**config.mk**
```make
export PLATFORM = sky130hd
export DESIGN_NAME = dsg_security_gate
export DESIGN_NICKNAME = d
export VERILOG_FILES = /design/src/dsg_pkg.sv /design/src/dsg_security_gate.sv
export SDC_FILE = /design/constraint.sdc
export NUM_CORES = 1
export LEC_CHECK = 0
export BUFFER_PORTS_ARGS = -buffer_cell sky130_fd_sc_hd__buf_2
export CAP_MARGIN = 20
export CORE_ASPECT_RATIO = 0.6
export CORE_UTILIZATION = 35
export DETAILED_ROUTE_END_ITERATION = 12
export GPL_ROUTABILITY_DRIVEN = 0
export PLACE_DENSITY = 0.61
export REMOVE_ABC_BUFFERS = 1
export SYNTH_ARGS = -nofsm -noshare
export SYNTH_HDL_FRONTEND = slang
export SYNTH_SLANG_ARGS = --single-unit
```
**constraint.sdc**
```tcl
create_clock -name i_clk_sys -period 1.3 [get_ports i_clk_sys]
set_input_delay 0.065 -clock i_clk_sys [delete_from_list [all_inputs] [get_ports i_clk_sys]]
set_output_delay 0.065 -clock i_clk_sys [all_outputs]
set_load 0.01 [all_outputs]
```
**src/dsg_pkg.sv**
```systemverilog
package dsg_pkg;
   // apb register byte offsets
   localparam logic [7:0] DSG_OFF_CTRL   = 8'h00;
   localparam logic [7:0] DSG_OFF_STATUS = 8'h04;
   localparam logic [7:0] DSG_OFF_OPTSEC = 8'h08;
   localparam logic [7:0] DSG_OFF_KEYCMP = 8'h0C;
   // ctrl bit positions
   localparam int DSG_CTRL_UNSEC    = 0;
   localparam int DSG_CTRL_BC_START = 1;
   localparam int DSG_CTRL_BC_DONE  = 2;
   localparam int DSG_CTRL_BC_PASS  = 3;
   localparam int DSG_CTRL_EXPAND   = 4;
   localparam int DSG_CTRL_KEY_OK   = 5;
   localparam int DSG_CTRL_REPROG   = 6;
   // security field encodings
   localparam logic [1:0] DSG_SEC_UNSECURED = 2'h2;
   localparam logic [1:0] DSG_KEYEN_ENABLED = 2'h2;
   localparam logic [1:0] DSG_SEC_VIRGIN    = 2'h0;
   localparam logic [7:0] DSG_OPT_RESET     = 8'h00;
   // address and key word constants of the flash array
   localparam logic [15:0] DSG_OPT_ADDR      = 16'hFF0F;
   localparam logic [15:0] DSG_KEY_LO        = 16'hFF00;
   localparam logic [15:0] DSG_KEY_HI        = 16'hFF07;
   localparam logic [15:0] DSG_SECTOR_LO     = 16'hFE00;
   localparam logic [15:0] DSG_SECTOR_HI     = 16'hFFFF;
   localparam logic [15:0] DSG_KEYWORD_ZERO  = 16'h0000;
   localparam logic [15:0] DSG_KEYWORD_ONES  = 16'hFFFF;
   localparam logic [1:0]  DSG_PC_FLASH_TOP  = 2'h3;

   typedef struct packed {
      logic hw_cmd;
      logic fw_cmd;
      logic [15:0] addr;
   } dsg_dbg_req_t;

   typedef struct packed {
      logic fw_ok;
      logic hw_ok;
      logic reg_only;
   } dsg_dbg_gate_t;
endpackage

```
**src/dsg_security_gate.sv**
```systemverilog
module dsg_security_gate
   import dsg_pkg::*;
(
   input  wire logic          i_clk_sys,
   input  wire logic          i_rst_n,
   // apb slave
   input  wire logic          psel,
   input  wire logic          penable,
   input  wire logic          pwrite,
   input  wire logic [7:0]    paddr,
   input  wire logic [31:0]   pwdata,
   output logic              o_pready,
   output logic [31:0]       o_prdata,
   output logic              o_pslverr,
   // pins, synchronised here
   input  wire logic          i_special_mode,
   input  wire logic          i_scan_mode,
   input  wire logic          i_burnin_bypass,
   // same-domain inputs
   input  wire logic          i_opt_load,
   input  wire logic [7:0]    i_opt_byte,
   input  wire logic [1:0]    i_pc_top,
   input  wire logic [15:0]   i_fetch_addr,
   input  wire logic          i_fetch_valid,
   input  wire logic          i_sector_protected,
   input  wire dsg_dbg_req_t  i_dbg_req,
   input  wire logic [15:0]   i_nvm_erase_addr,
   input  wire logic          i_nvm_erase_sector,
   // outputs
   output dsg_dbg_gate_t     o_dbg_gate,
   output logic              o_dbg_port_active,
   output logic              o_trace_enable,
   output logic              o_visibility_en,
   output logic              o_pipe_status_en,
   output logic              o_flash_sel_en,
   output logic              o_eeprom_sel_en,
   output logic              o_secure_fw_mapped,
   output logic              o_secured,
   output logic              o_opt_write_allowed,
   output logic [15:0]       o_erase_lo,
   output logic [15:0]       o_erase_hi
);
   typedef enum logic [1:0] {ST_IDLE, ST_CHECK, ST_PASS, ST_FAIL} dsg_bc_state_t;

   logic [2:0] pin_raw;
   logic [2:0] pin_meta_reg;
   logic [2:0] pin_sync_reg;
   logic       special_s, scan_s, bypass_s;

   assign pin_raw = {i_burnin_bypass, i_scan_mode, i_special_mode};

   // two flops per pin; only the second flop reads the first
   genvar gi;
   generate
      for (gi = 0; gi < $bits(pin_raw); gi++) begin : g_pin_sync
         always_ff @(posedge i_clk_sys or negedge i_rst_n) begin
            if (!i_rst_n) begin
               pin_meta_reg[gi] <= 1'b0;
               pin_sync_reg[gi] <= 1'b0;
            end else begin
               pin_meta_reg[gi] <= pin_raw[gi];
               pin_sync_reg[gi] <= pin_meta_reg[gi];
            end
         end
      end
   endgenerate
   assign special_s = pin_sync_reg[0];
   assign scan_s    = pin_sync_reg[1];
   assign bypass_s  = pin_sync_reg[2];

   // security byte captured during the reset sequence
   logic [7:0] opt_reg;
   logic       loaded_reg;
   logic       special_at_start_reg;
   always_ff @(posedge i_clk_sys or negedge i_rst_n) begin
      if (!i_rst_n) begin
         opt_reg <= DSG_OPT_RESET;
      end else if (i_opt_load && !loaded_reg) begin
         opt_reg <= i_opt_byte;
      end
   end

   // later loads are ignored so a rewrite cannot unsecure before reset
   always_ff @(posedge i_clk_sys or negedge i_rst_n) begin
      if (!i_rst_n) begin
         loaded_reg <= 1'b0;
      end else if (i_opt_load) begin
         loaded_reg <= 1'b1;
      end
   end

   always_ff @(posedge i_clk_sys or negedge i_rst_n) begin
      if (!i_rst_n) begin
         special_at_start_reg <= 1'b0;
      end else if (i_opt_load && !loaded_reg) begin
         special_at_start_reg <= special_s;
      end
   end

   logic sec_field_secure;
   assign sec_field_secure = (opt_reg[1:0] != DSG_SEC_UNSECURED);
   logic key_enabled;
   assign key_enabled = (opt_reg[7:6] == DSG_KEYEN_ENABLED);

   // bypass only while burn-in layer present
   logic secreq;
   assign secreq = sec_field_secure && !bypass_s;

   // software control register
   logic [31:0] ctrl_reg;
   logic [31:0] keycmp_reg;
   logic        wr_en, rd_en;
   assign wr_en = psel && penable && pwrite;
   assign rd_en = psel && penable && !pwrite;

   always_ff @(posedge i_clk_sys or negedge i_rst_n) begin
      if (!i_rst_n) begin
         ctrl_reg <= 32'h0;
      end else if (wr_en && paddr == DSG_OFF_CTRL) begin
         ctrl_reg <= pwdata;
      end else begin
         // start and done are one-shot strobes
         ctrl_reg[DSG_CTRL_BC_START] <= 1'b0;
         ctrl_reg[DSG_CTRL_BC_DONE]  <= 1'b0;
      end
   end

   always_ff @(posedge i_clk_sys or negedge i_rst_n) begin
      if (!i_rst_n) begin
         keycmp_reg <= 32'h0;
      end else if (wr_en && paddr == DSG_OFF_KEYCMP) begin
         keycmp_reg <= pwdata;
      end
   end

   // blank check sequencing
   dsg_bc_state_t bc_state_reg;
   logic          bc_start_w;
   assign bc_start_w = loaded_reg && special_at_start_reg && secreq;
   always_ff @(posedge i_clk_sys or negedge i_rst_n) begin
      if (!i_rst_n) begin
         bc_state_reg <= ST_IDLE;
      end else begin
         case (bc_state_reg)
            ST_IDLE:  if (bc_start_w && ctrl_reg[DSG_CTRL_BC_START]) bc_state_reg <= ST_CHECK;
            ST_CHECK: if (ctrl_reg[DSG_CTRL_BC_DONE]) begin
               bc_state_reg <= ctrl_reg[DSG_CTRL_BC_PASS] ? ST_PASS : ST_FAIL;
            end
            ST_PASS:  bc_state_reg <= ST_PASS;
            ST_FAIL:  bc_state_reg <= ST_FAIL;
            default:  bc_state_reg <= ST_IDLE;
         endcase
      end
   end

   // debug unsecure: blank check pass or backdoor key
   logic key_valid;
   assign key_valid = (keycmp_reg[15:0] != DSG_KEYWORD_ZERO)
                    && (keycmp_reg[15:0] != DSG_KEYWORD_ONES);
   logic unsecure_w;
   // key path only in normal modes
   assign unsecure_w = (bc_state_reg == ST_PASS)
                     || (!special_at_start_reg && key_enabled && key_valid
                         && ctrl_reg[DSG_CTRL_KEY_OK]);

   // secured flag follows loaded byte, not later rewrites
   logic secured_w;
   assign secured_w = !loaded_reg || (secreq && !unsecure_w);

   // stray fetch lockout
   logic stray_reg;
   logic sc_secure_start;
   logic expanded_w;
   assign sc_secure_start = loaded_reg && secreq;
   assign expanded_w = ctrl_reg[DSG_CTRL_EXPAND];
   always_ff @(posedge i_clk_sys or negedge i_rst_n) begin
      if (!i_rst_n) begin
         stray_reg <= 1'b0;
      // stray fetch outside flash space sticks
      end else if (sc_secure_start && expanded_w && i_fetch_valid
                   && (i_pc_top != DSG_PC_FLASH_TOP)) begin
         stray_reg <= 1'b1;
      end
   end

   logic secure_special;
   // before the byte loads, a special mode pin already counts as secured special
   assign secure_special = secured_w && (special_at_start_reg || (!loaded_reg && special_s));
   logic bc_busy;
   assign bc_busy = (bc_state_reg == ST_CHECK)
                  || (special_at_start_reg && secreq && bc_state_reg == ST_IDLE);

   always_ff @(posedge i_clk_sys or negedge i_rst_n) begin
      if (!i_rst_n) begin
         o_dbg_port_active <= 1'b0;
      end else begin
         o_dbg_port_active <= special_s || !secured_w;
      end
   end

   always_ff @(posedge i_clk_sys or negedge i_rst_n) begin
      if (!i_rst_n) begin
         o_dbg_gate <= '0;
      end else begin
         o_dbg_gate.fw_ok <= !bc_busy && !secure_special && !stray_reg
                           && (special_s || !secured_w);
         o_dbg_gate.hw_ok <= !bc_busy && !stray_reg && (special_s || !secured_w);
         // register space only when secured special
         o_dbg_gate.reg_only <= secure_special;
      end
   end

   always_ff @(posedge i_clk_sys or negedge i_rst_n) begin
      if (!i_rst_n) begin
         o_trace_enable <= 1'b0;
      end else begin
         o_trace_enable <= !secured_w;
      end
   end

   always_ff @(posedge i_clk_sys or negedge i_rst_n) begin
      if (!i_rst_n) begin
         o_visibility_en <= 1'b0;
      end else begin
         o_visibility_en <= !expanded_w;
      end
   end

   always_ff @(posedge i_clk_sys or negedge i_rst_n) begin
      if (!i_rst_n) begin
         o_pipe_status_en <= 1'b0;
      end else begin
         o_pipe_status_en <= !expanded_w;
      end
   end

   // flash off on stray or scan
   always_ff @(posedge i_clk_sys or negedge i_rst_n) begin
      if (!i_rst_n) begin
         o_flash_sel_en <= 1'b0;
      end else begin
         o_flash_sel_en <= !stray_reg && !scan_s && loaded_reg;
      end
   end

   always_ff @(posedge i_clk_sys or negedge i_rst_n) begin
      if (!i_rst_n) begin
         o_eeprom_sel_en <= 1'b0;
      end else begin
         o_eeprom_sel_en <= !stray_reg && !scan_s && loaded_reg;
      end
   end

   always_ff @(posedge i_clk_sys or negedge i_rst_n) begin
      if (!i_rst_n) begin
         o_secure_fw_mapped <= 1'b0;
      end else begin
         o_secure_fw_mapped <= special_at_start_reg && secreq && !unsecure_w;
      end
   end

   // reset shows secured so trace and firmware debug stay shut before the byte loads; memory selects wait on loaded_reg
   always_ff @(posedge i_clk_sys or negedge i_rst_n) begin
      if (!i_rst_n) begin
         o_secured <= 1'b1;
      end else begin
         o_secured <= secured_w;
      end
   end

   always_ff @(posedge i_clk_sys or negedge i_rst_n) begin
      if (!i_rst_n) begin
         o_opt_write_allowed <= 1'b0;
      end else begin
         o_opt_write_allowed <= !i_sector_protected && ctrl_reg[DSG_CTRL_REPROG]
                              && !secured_w;
      end
   end

   always_ff @(posedge i_clk_sys or negedge i_rst_n) begin
      if (!i_rst_n) begin
         o_erase_lo <= 16'h0;
         o_erase_hi <= 16'h0;
      end else if (i_nvm_erase_sector && i_nvm_erase_addr >= DSG_SECTOR_LO) begin
         o_erase_lo <= DSG_SECTOR_LO;
         o_erase_hi <= DSG_SECTOR_HI;
      end else begin
         o_erase_lo <= i_nvm_erase_addr;
         o_erase_hi <= i_nvm_erase_addr;
      end
   end

   // apb: zero wait states, unmapped reads zero with error
   logic mapped_w;
   assign mapped_w = (paddr == DSG_OFF_CTRL) || (paddr == DSG_OFF_STATUS)
                   || (paddr == DSG_OFF_OPTSEC) || (paddr == DSG_OFF_KEYCMP);
   always_ff @(posedge i_clk_sys or negedge i_rst_n) begin
      if (!i_rst_n) begin
         o_pready <= 1'b0;
      end else begin
         o_pready <= psel && !penable;
      end
   end

   always_ff @(posedge i_clk_sys or negedge i_rst_n) begin
      if (!i_rst_n) begin
         o_pslverr <= 1'b0;
      end else begin
         o_pslverr <= psel && !penable && !mapped_w;
      end
   end

   // read data is fetched in setup so it stands during the access cycle
   always_ff @(posedge i_clk_sys or negedge i_rst_n) begin
      if (!i_rst_n) begin
         o_prdata <= 32'h0;
      end else begin
         if (psel && !penable && !pwrite) begin
            case (paddr)
               DSG_OFF_CTRL:   o_prdata <= ctrl_reg;
               DSG_OFF_STATUS: o_prdata <= {26'h0, bc_state_reg, stray_reg,
                                            special_at_start_reg, loaded_reg, secured_w};
               DSG_OFF_OPTSEC: o_prdata <= {24'h0, opt_reg};
               DSG_OFF_KEYCMP: o_prdata <= keycmp_reg;
               default:        o_prdata <= 32'h0;
            endcase
         end
      end
   end
endmodule

```
Word-level counts from Yosys, hierarchy flattened --
Index checks and enable logic that the tools add are counted.
Cells by class: add/subtract/negate cells 0, multiply operators 0, divide/modulo/power cells 0, magnitude comparators 1, equal/unequal tests 12, shifts and indexed selects 0, mux-type cells 8, bitwise logic cells 0, reduce and logical (&&, ||, !) cells 62
Operators by type and width (number):
- $pmux W32 S4 | 1
- $logic_and A1 B1 Y1 | 36
- $mux W16 | 2
- $eq A8 B4 Y1 const B | 2
- $ge A16 B16 Y1 const B | 1
- $ne A16 B16 Y1 const B | 1
- $reduce_bool A16 Y1 | 1
- $logic_not A1 Y1 | 14
- $eq A8 B3 Y1 const B | 1
- $logic_not A8 Y1 | 1
- $logic_or A1 B1 Y1 | 8
- $ne A2 B2 Y1 const B | 4
- $pmux W2 S4 | 1
- $eq A2 B2 Y1 const B | 3
- $mux W2 | 3
- $eq A2 B1 Y1 const B | 1
- $logic_not A2 Y1 | 1
- $reduce_and A2 Y1 | 1
- $mux W1 | 1
Word-level totals: register bits after elaboration 159, latch bits 0, bits in writable memories 0, memory bits (read-only) 0, bits of input ports 112, output and inout port bits 78, word-level logic and storage cells 112, memories kept 0

Depth between registers and ports, before layout --
Gate-level depths: netlist of the first run.
depth in word-level cells 13, gate-level depth with buffers 5, depth with buffers taken out 4

Worst setup path after synthesis of the first run --
No wires, ideal clock.
path kind input-to-reg, from input port paddr[1], to register ctrl_reg[10], setup time 128 ps, arrival 1635 ps, required time 1172 ps, setup slack -463 ps, stages on the path 5, path buffers 1, cell sequence or4_4 -> nor4_4 -> nand4_2 -> buf_2 -> mux2_1
On the way: word-level cells in the longest chain between the ends 2
RTL lines:
- from (decl) | line dsg_security_gate.sv:10 | input wire logic [7:0] paddr,
- $logic_not A8 Y1 | line dsg_security_gate.sv:119 | end else if (wr_en && paddr == DSG_OFF_CTRL) begin
- $logic_and A1 B1 Y1 | line dsg_security_gate.sv:119
- to (signal assigned) | line dsg_security_gate.sv:120 | ctrl_reg <= pwdata;
- to (decl) | line dsg_security_gate.sv:110 | logic [31:0] ctrl_reg;
Every way passes these cells. A chain may end at the register's enable or synchronous reset.

Worst setup path in the final report of the first run --
from register keycmp_reg[10], to register o_dbg_gate[2] (netlist bit)
On the way: word-level cells in the longest chain between the ends 13, elaborated cells on any way between the ends 16, those cells by class eq/ne (1); reduce/logical (15)
RTL lines:
- from (decl) | line dsg_security_gate.sv:111 | logic [31:0] keycmp_reg;
- from (signal assigned) | line dsg_security_gate.sv:132 | keycmp_reg <= pwdata;
- $ne A16 B16 Y1 or $reduce_bool A16 Y1 (tied branches) | line dsg_security_gate.sv:159, dsg_security_gate.sv:158
- $logic_and A1 B1 Y1 (*) | line dsg_security_gate.sv:159 | && (keycmp_reg[15:0] != DSG_KEYWORD_ONES);
- $logic_and A1 B1 Y1 (*) | line dsg_security_gate.sv:163 | || (!special_at_start_reg && key_enabled && key_valid
- $logic_and A1 B1 Y1 (*) | line dsg_security_gate.sv:164 | && ctrl_reg[DSG_CTRL_KEY_OK]);
- $logic_or A1 B1 Y1 (*) | line dsg_security_gate.sv:163
- $logic_not A1 Y1 (*) | line dsg_security_gate.sv:168 | assign secured_w = !loaded_reg || (secreq && !unsecure_w);
- $logic_and A1 B1 Y1 (*) | line dsg_security_gate.sv:168
- $logic_or A1 B1 Y1 (*) | line dsg_security_gate.sv:168
- $logic_and A1 B1 Y1 | line dsg_security_gate.sv:188 | assign secure_special = secured_w && (special_at_start_reg || (!loaded_reg && special_s));
- $logic_not A1 Y1 | line dsg_security_gate.sv:205 | o_dbg_gate.fw_ok <= !bc_busy && !secure_special && !stray_reg
- $logic_and A1 B1 Y1 (2 in a row) | line dsg_security_gate.sv:205
- $logic_and A1 B1 Y1 (*) | line dsg_security_gate.sv:206 | && (special_s || !secured_w);
- to (decl) | line dsg_security_gate.sv:30 | output dsg_dbg_gate_t o_dbg_gate,
Mark *: on every way between the ends. The rest lies on a longest branch, timed or not.

==> run_results.csv, run 1 <==
group,metric,value,unit
run_status,status,"finished with violations",
run_status,violations,"negative setup slack",
route,via_per_inst,4.86,
floorplanning,top_level_ports,190,
sta,finClkSkew,8.02,ps
route,drt_iter0_drc,240,
floorplanning,die_x,171,um
cts,clkSinkCount,152,
synthesis,yosys_warnings,0,
layout,layout_common_cells,"buf_2, dfrtp_1, dlygate4sd3_1",
floorplanning,die-area,17600,um2
synthesis,muxShareOfSynthArea,15.6,%
place,dpl_cell_area,7410,um2
place,post-place-ws,-513,ps
synthesis,ys_ff_latch,152,
route,wirelength,18000,um
synthesis,synthSimpleGateAreaFrac,9.26,%
layout,ff_latch_area,3810,um2
layout,drive_gt1_share,53.7,%
synthesis,syn_area_per_cell,13.4,um2
critical_path,required,1600,ps
place,io_buffers,155,
global_route,grt_pass1_vias,4925,
route,final_antenna_net_count,0,
synthesis,synth-xor-area-share,0,%
cts,cts_htree_levels,4,
global_route,grt-ovfl-total,0,
synthesis,synth.distinct_cells,41,
synthesis,async_reset_ff_share,100,%
critical_path,worstSetupPathType,"flip-flop to flip-flop",
flow_run,maxCapViolCount,0,
sta,finalSetupTns,-19390,ps
floorplanning,rows,36,
critical_path,arrival,1950,ps
power,p_total,10.9,mW
power,vdd_drop_max,821,uV
sta,setup_slack,-346,ps
route,vias,4719,
layout,final_common_cell,"buf_2",
place,dpl.hpwl,11200,um
sta,slew_viol_final,0,
layout,fill_cells,1366,
critical_path,timing.critical_path.fanout_max,3,
global_route,grt_pass1_wl,26800,um
cts,clkLatencyLatePin,410,ps
layout,synthToLayoutAreaGrowth,56.1,%
power,p_per_area,1160,nW/um2
min_path,holdPathEnd,"stray_reg",
synthesis,synth_edf_count,0,
sta,finalCritPeriodShare,127,%
sta,worstMarginPinSlew,444,ps
route,drcViolationCount,0,
route,wire_per_inst,18.6,um
sta,hold_violations,0,
critical_path,r2r_start,"keycmp_reg[10]",
global_route,grt_antenna_before_repair,0,
synthesis,synth_top_family_by_area,"multiplexers",
cts,root_buffer,"clkbuf_16",
synthesis,synth-adder-area-share,0,%
power,leakagePower,4.63,nW
min_path,hold_depth,3,
layout,diodes,0,
global_route,grt_usage,20.9,%
critical_path,ff2ff_path_depth,5,
global_route,grt_max_degree,45,
cts,cts_tree,"built",
cts,clkTransAtPathRegs,60,ps
floorplanning,design.core.area,16500,um2
critical_path,critical_path.startpoint_type,"flip-flop",
sta,max-slew-margin-rel,70.4,%
min_path,hp-class,"input pin to flip-flop",
floorplanning,start_util,36.3,%
sta,max_freq,0.607,GHz
sta,setup_violations,99,
layout,layout.cells.non_filler,971,
critical_path,rrSetupSlack,-350,ps
layout,final_net_count,842,
cts,cts_buffer_depth,2,
synthesis,synth_area,5990,um2
layout,design_area,9350,um2
synthesis,synth_flop_cell,"dfrtp_1",
synthesis,ys_seq_area_share,63.6,%
layout,multi_input_area,2310,um2
synthesis,synth_compound_area_share,8.17,%
sta,rsz0062_at_grt,"yes",
place,dp.cells,856,
critical_path,worstSetupEndpointType,"flip-flop",
synthesis,syn_inst,448,
critical_path,reg2reg_to,"o_dbg_gate[2]",
floorplanning,die-height,103,um
min_path,hp-start,"i_pc_top[1]",
route,first_pass_iters,4,
cts,cts_buffers,17,
sta,post-route-min-period,1650,ps
-- what timing repair did --
item                                   in CTS  in global routing
setup endpoints to repair                  70                102
endpoints found under the hold margin     254                  0
buffers inserted                           11                 11
cloned                                      7                  4
resized for setup                          70                 72
hold buffers                               63                  0
pin swaps                                   7                 55
-- power breakdown --
part	total [mW]	internal, mW	switching [mW]
clock	4.93	3.02	1.92
sequential	4.95	4.88	0.0784
combinational	0.979	0.526	0.452
total	10.9	8.42	2.45
-- layer usage --
layer | GRT usage [%] | up-vias | wire [um]
met1 | 29.9 | 2380 | 8620
met4 | 7.28 | 0 | 219
met2 | 30.7 | 158 | 7970
li1 | - | 2164 | -
met3 | 5.52 | 17 | 1220
met5 | 0 | - | 0
-- layout make-up --
cell class                 count  share of cell area, %
sequential                   152                   40.7
timing repair buffer         300                   24.8
multi-input combinational    252                   24.8
clock buffer                  20                   4.67
tap                          228                   3.05
clock inverter                12                   1.63
inverter                       7                  0.281
-- synth_stat cells (all sizes together), types with 6 or more instances --
cell type | instances | share of area [%]
dfrtp | 151 | 63
o21ai | 28 | 2.3
nor2b | 14 | 1.5
nor3 | 6 | 0.77
nand4 | 10 | 1.3
a22oi | 24 | 3.0
buf | 15 | 1.6
inv | 7 | 0.44
or2 | 11 | 1.1
mux2 | 70 | 13
a22o | 7 | 1.0
nor2 | 9 | 0.56
clkbuf | 22 | 1.4
nand2 | 34 | 2.1
-- per-stage QoR --
step	utilization (%)	hold slack, ps
global route	56.7	47.5
CTS	55.0	42.2
global placement	45.0	9.80
floorplan	-	-231
detailed placement	45.0	23.1
finish	56.7	62.6
-- critical path, cell delays in order, from the launching register on --
cell	delay (ps)
dfrtp_1	420
nand4_1	180
or4_4	540
a31oi_2	200
buf_4	150
a211oi_1	60
-- cells by family after synthesis --
kind of cell | Yosys count
flip-flops | 152
multiplexers | 78
AND/OR/NAND/NOR | 99
AO/OA/AOI/OAI | 75
buffers and inverters | 44
-- how the worst max path moves through the flow --
| stage | cells after the start | to | start |
|---|---|---|---|
| finish | 5 | o_dbg_gate[2] | keycmp_reg[10] |
| detailed placement | 6 | ctrl_reg[30] | paddr[1] |
| global placement | 6 | ctrl_reg[8] | paddr[1] |
| floorplan | 4 | ctrl_reg[10] | paddr[1] |
| global route | 5 | o_dbg_gate[2] | keycmp_reg[6] |
| CTS | 4 | o_prdata[0] | keycmp_reg[10] |
(Power assumes the default switching activity.)
==> run 2: changes to the inputs <==
--- a/config.mk
+++ b/config.mk
@@ -5,7 +5,7 @@
 export SDC_FILE = /design/constraint.sdc
 export NUM_CORES = 1
 export LEC_CHECK = 0
-export BUFFER_PORTS_ARGS = -buffer_cell sky130_fd_sc_hd__buf_2
+export BUFFER_PORTS_ARGS = -buffer_cell sky130_fd_sc_hd__buf_4
 export CAP_MARGIN = 20
 export CORE_ASPECT_RATIO = 0.6
 export CORE_UTILIZATION = 35
==> run 2 against run 1 <==
Effect of this change:
- the flow still finishes with violations (negative setup slack)
- combinational power up 12%
- worst hold slack lost 7.1 ps
- maximum frequency grew 1.1%
- critical path depth up 1
- sequential share of layout area is 1.3 points lower
- worst setup slack improved by 18 ps
- register-to-register slack improved by 20 ps
- first-iteration DRC count increased by 29%
- critical path type unchanged
- largest cell class unchanged
==> run_results.csv, run 2 (synthesis results as in run 1) <==
group,metric,value,unit
run_status,status,"finished with violations",
run_status,violations,"negative setup slack",
critical_path,timing.critical_path.fanout_max,3,
power,p_per_area,1090,nW/um2
critical_path,arrival,1930,ps
sta,hold_slack,55.5,ps
floorplanning,rows,36,
power,leakagePower,4.70,nW
cts,cts_buffers,17,
layout,synthToLayoutAreaGrowth,61.1,%
floorplanning,die_x,171,um
place,dp.cells,860,
global_route,grt-ovfl-total,0,
sta,finClkSkew,7.73,ps
cts,cts_buffer_depth,2,
route,wire_per_inst,18.2,um
route,wirelength,17800,um
sta,slew_viol_final,0,
floorplanning,start_util,36.3,%
sta,rsz0062_at_grt,"yes",
layout,layout.cells.non_filler,974,
sta,setup_slack,-328,ps
sta,finalCritPeriodShare,125,%
global_route,grt_max_degree,40,
critical_path,worstSetupPathType,"flip-flop to flip-flop",
cts,cts_htree_levels,4,
place,io_buffers,155,
layout,drive_gt1_share,53.1,%
sta,setup_violations,91,
sta,post-route-min-period,1630,ps
power,p_total,10.5,mW
route,via_per_inst,4.82,
global_route,grt_pass1_vias,4824,
critical_path,cp-startpoint,"keycmp_reg[1]",
sta,worstMarginPinSlew,422,ps
critical_path,critical_path.startpoint_type,"flip-flop",
place,dpl.hpwl,11300,um
route,first_pass_iters,4,
floorplanning,die-area,17600,um2
layout,fill_cells,1371,
sta,max_freq,0.614,GHz
sta,hold_violations,0,
layout,layout_common_cells,"buf_4, dfrtp_1, dlygate4sd3_1",
layout,diodes,0,
route,final_antenna_net_count,0,
route,drcViolationCount,0,
cts,clkSinkCount,152,
min_path,hp-start,"i_pc_top[1]",
global_route,grt_usage,20.6,%
route,vias,4693,
cts,cts_tree,"built",
global_route,grt_pass1_wl,26700,um
flow_run,maxCapViolCount,0,
min_path,hp-class,"input pin to flip-flop",
global_route,grt_antenna_before_repair,0,
route,drt_iter0_drc,310,
cts,root_buffer,"clkbuf_16",
cts,clkLatencyLatePin,420,ps
layout,final_net_count,845,
floorplanning,top_level_ports,190,
critical_path,required,1600,ps
power,vdd_drop_max,719,uV
floorplanning,die-height,103,um
layout,final_common_cell,"buf_4",
critical_path,r2r_start,"keycmp_reg[1]",
critical_path,worstSetupEndpointType,"flip-flop",
cts,clkTransAtPathRegs,60,ps
sta,max-slew-margin-rel,71.9,%
floorplanning,design.core.area,16500,um2
==> run 2: cell types whose count changed in the layout (fill, tap and decap cells not counted), sizes merged <==
cell         delta
clkinv          +1
bufinv          -3
clkbuf          +1
dlygate4sd3     +1
clkinvlp        +2
buf             +1
==> run 2: layout make-up <==
cell class | count | area (um2) | share of cell area [%]
Clock buffer | 20 | 457 | 4.74
Tap cell | 228 | 285 | 2.96
Multi-Input combinational cell | 252 | 2260 | 23.4
Inverter | 7 | 26.3 | 0.273
Clock inverter | 12 | 78.8 | 0.818
Timing Repair Buffer | 303 | 2730 | 28.3
Sequential cell | 152 | 3810 | 39.5
==> run 2: worst paths after layout <==
kind	slack (ps)	cells after the start	end
max	-330	6	o_dbg_gate[2]
min reg2reg	350	0	special_s
max in group asynchronous	620	3	o_prdata[11]
min in group asynchronous	110	2	opt_reg[2]
max reg2reg	-330	6	o_dbg_gate[2]
min	60	3	stray_reg
==> run 2: what timing repair did <==
item	in CTS	in global routing
gates resized for setup	56	67
cloned	6	2
endpoints found under the hold margin	255	0
pin swaps	8	24
hold buffers	64	0
setup buffers	8	6
setup endpoints to repair	84	100
==> run 2: per-layer routing <==
layer,routed length [um],up-vias,track usage (%)
li1,-,2169,-
met1,8560,2411,30.2
met2,8130,108,30.7
met5,0,-,0
met3,988,5,4.98
met4,85,0,5.36
==> run 2: power by group <==
| group | switching, mW | internal [mW] | leakage [nW] |
|---|---|---|---|
| clock network | 1.94 | 2.52 | 0.261 |
| registers | 0.0775 | 4.88 | 2.00 |
| logic | 0.455 | 0.648 | 2.44 |
| total | 2.47 | 8.05 | 4.70 |
==> run 2: metrics by stage <==
| step | cell area (um2) | worst slack [ps] | setup TNS [ps] | util (%) |
|---|---|---|---|---|
| after floorplan | 5810 | -1470 | -99180 | - |
| after global placement | 7840 | -463 | -40620 | 47.6 |
| after detailed placement | 7840 | -544 | -44710 | 47.6 |
| after CTS | 9450 | -308 | -13400 | 57.3 |
| after global routing | 9640 | -394 | -13130 | 58.5 |
| final | 9640 | -328 | -10850 | 58.5 |
==> run 2: critical path: stages (launching register included) <==
cell	delay [ps]
dfrtp_2	440
nor4_4	310
buf_4	160
nand4_1	140
a31oi_2	240
buf_4	160
a211oi_2	60
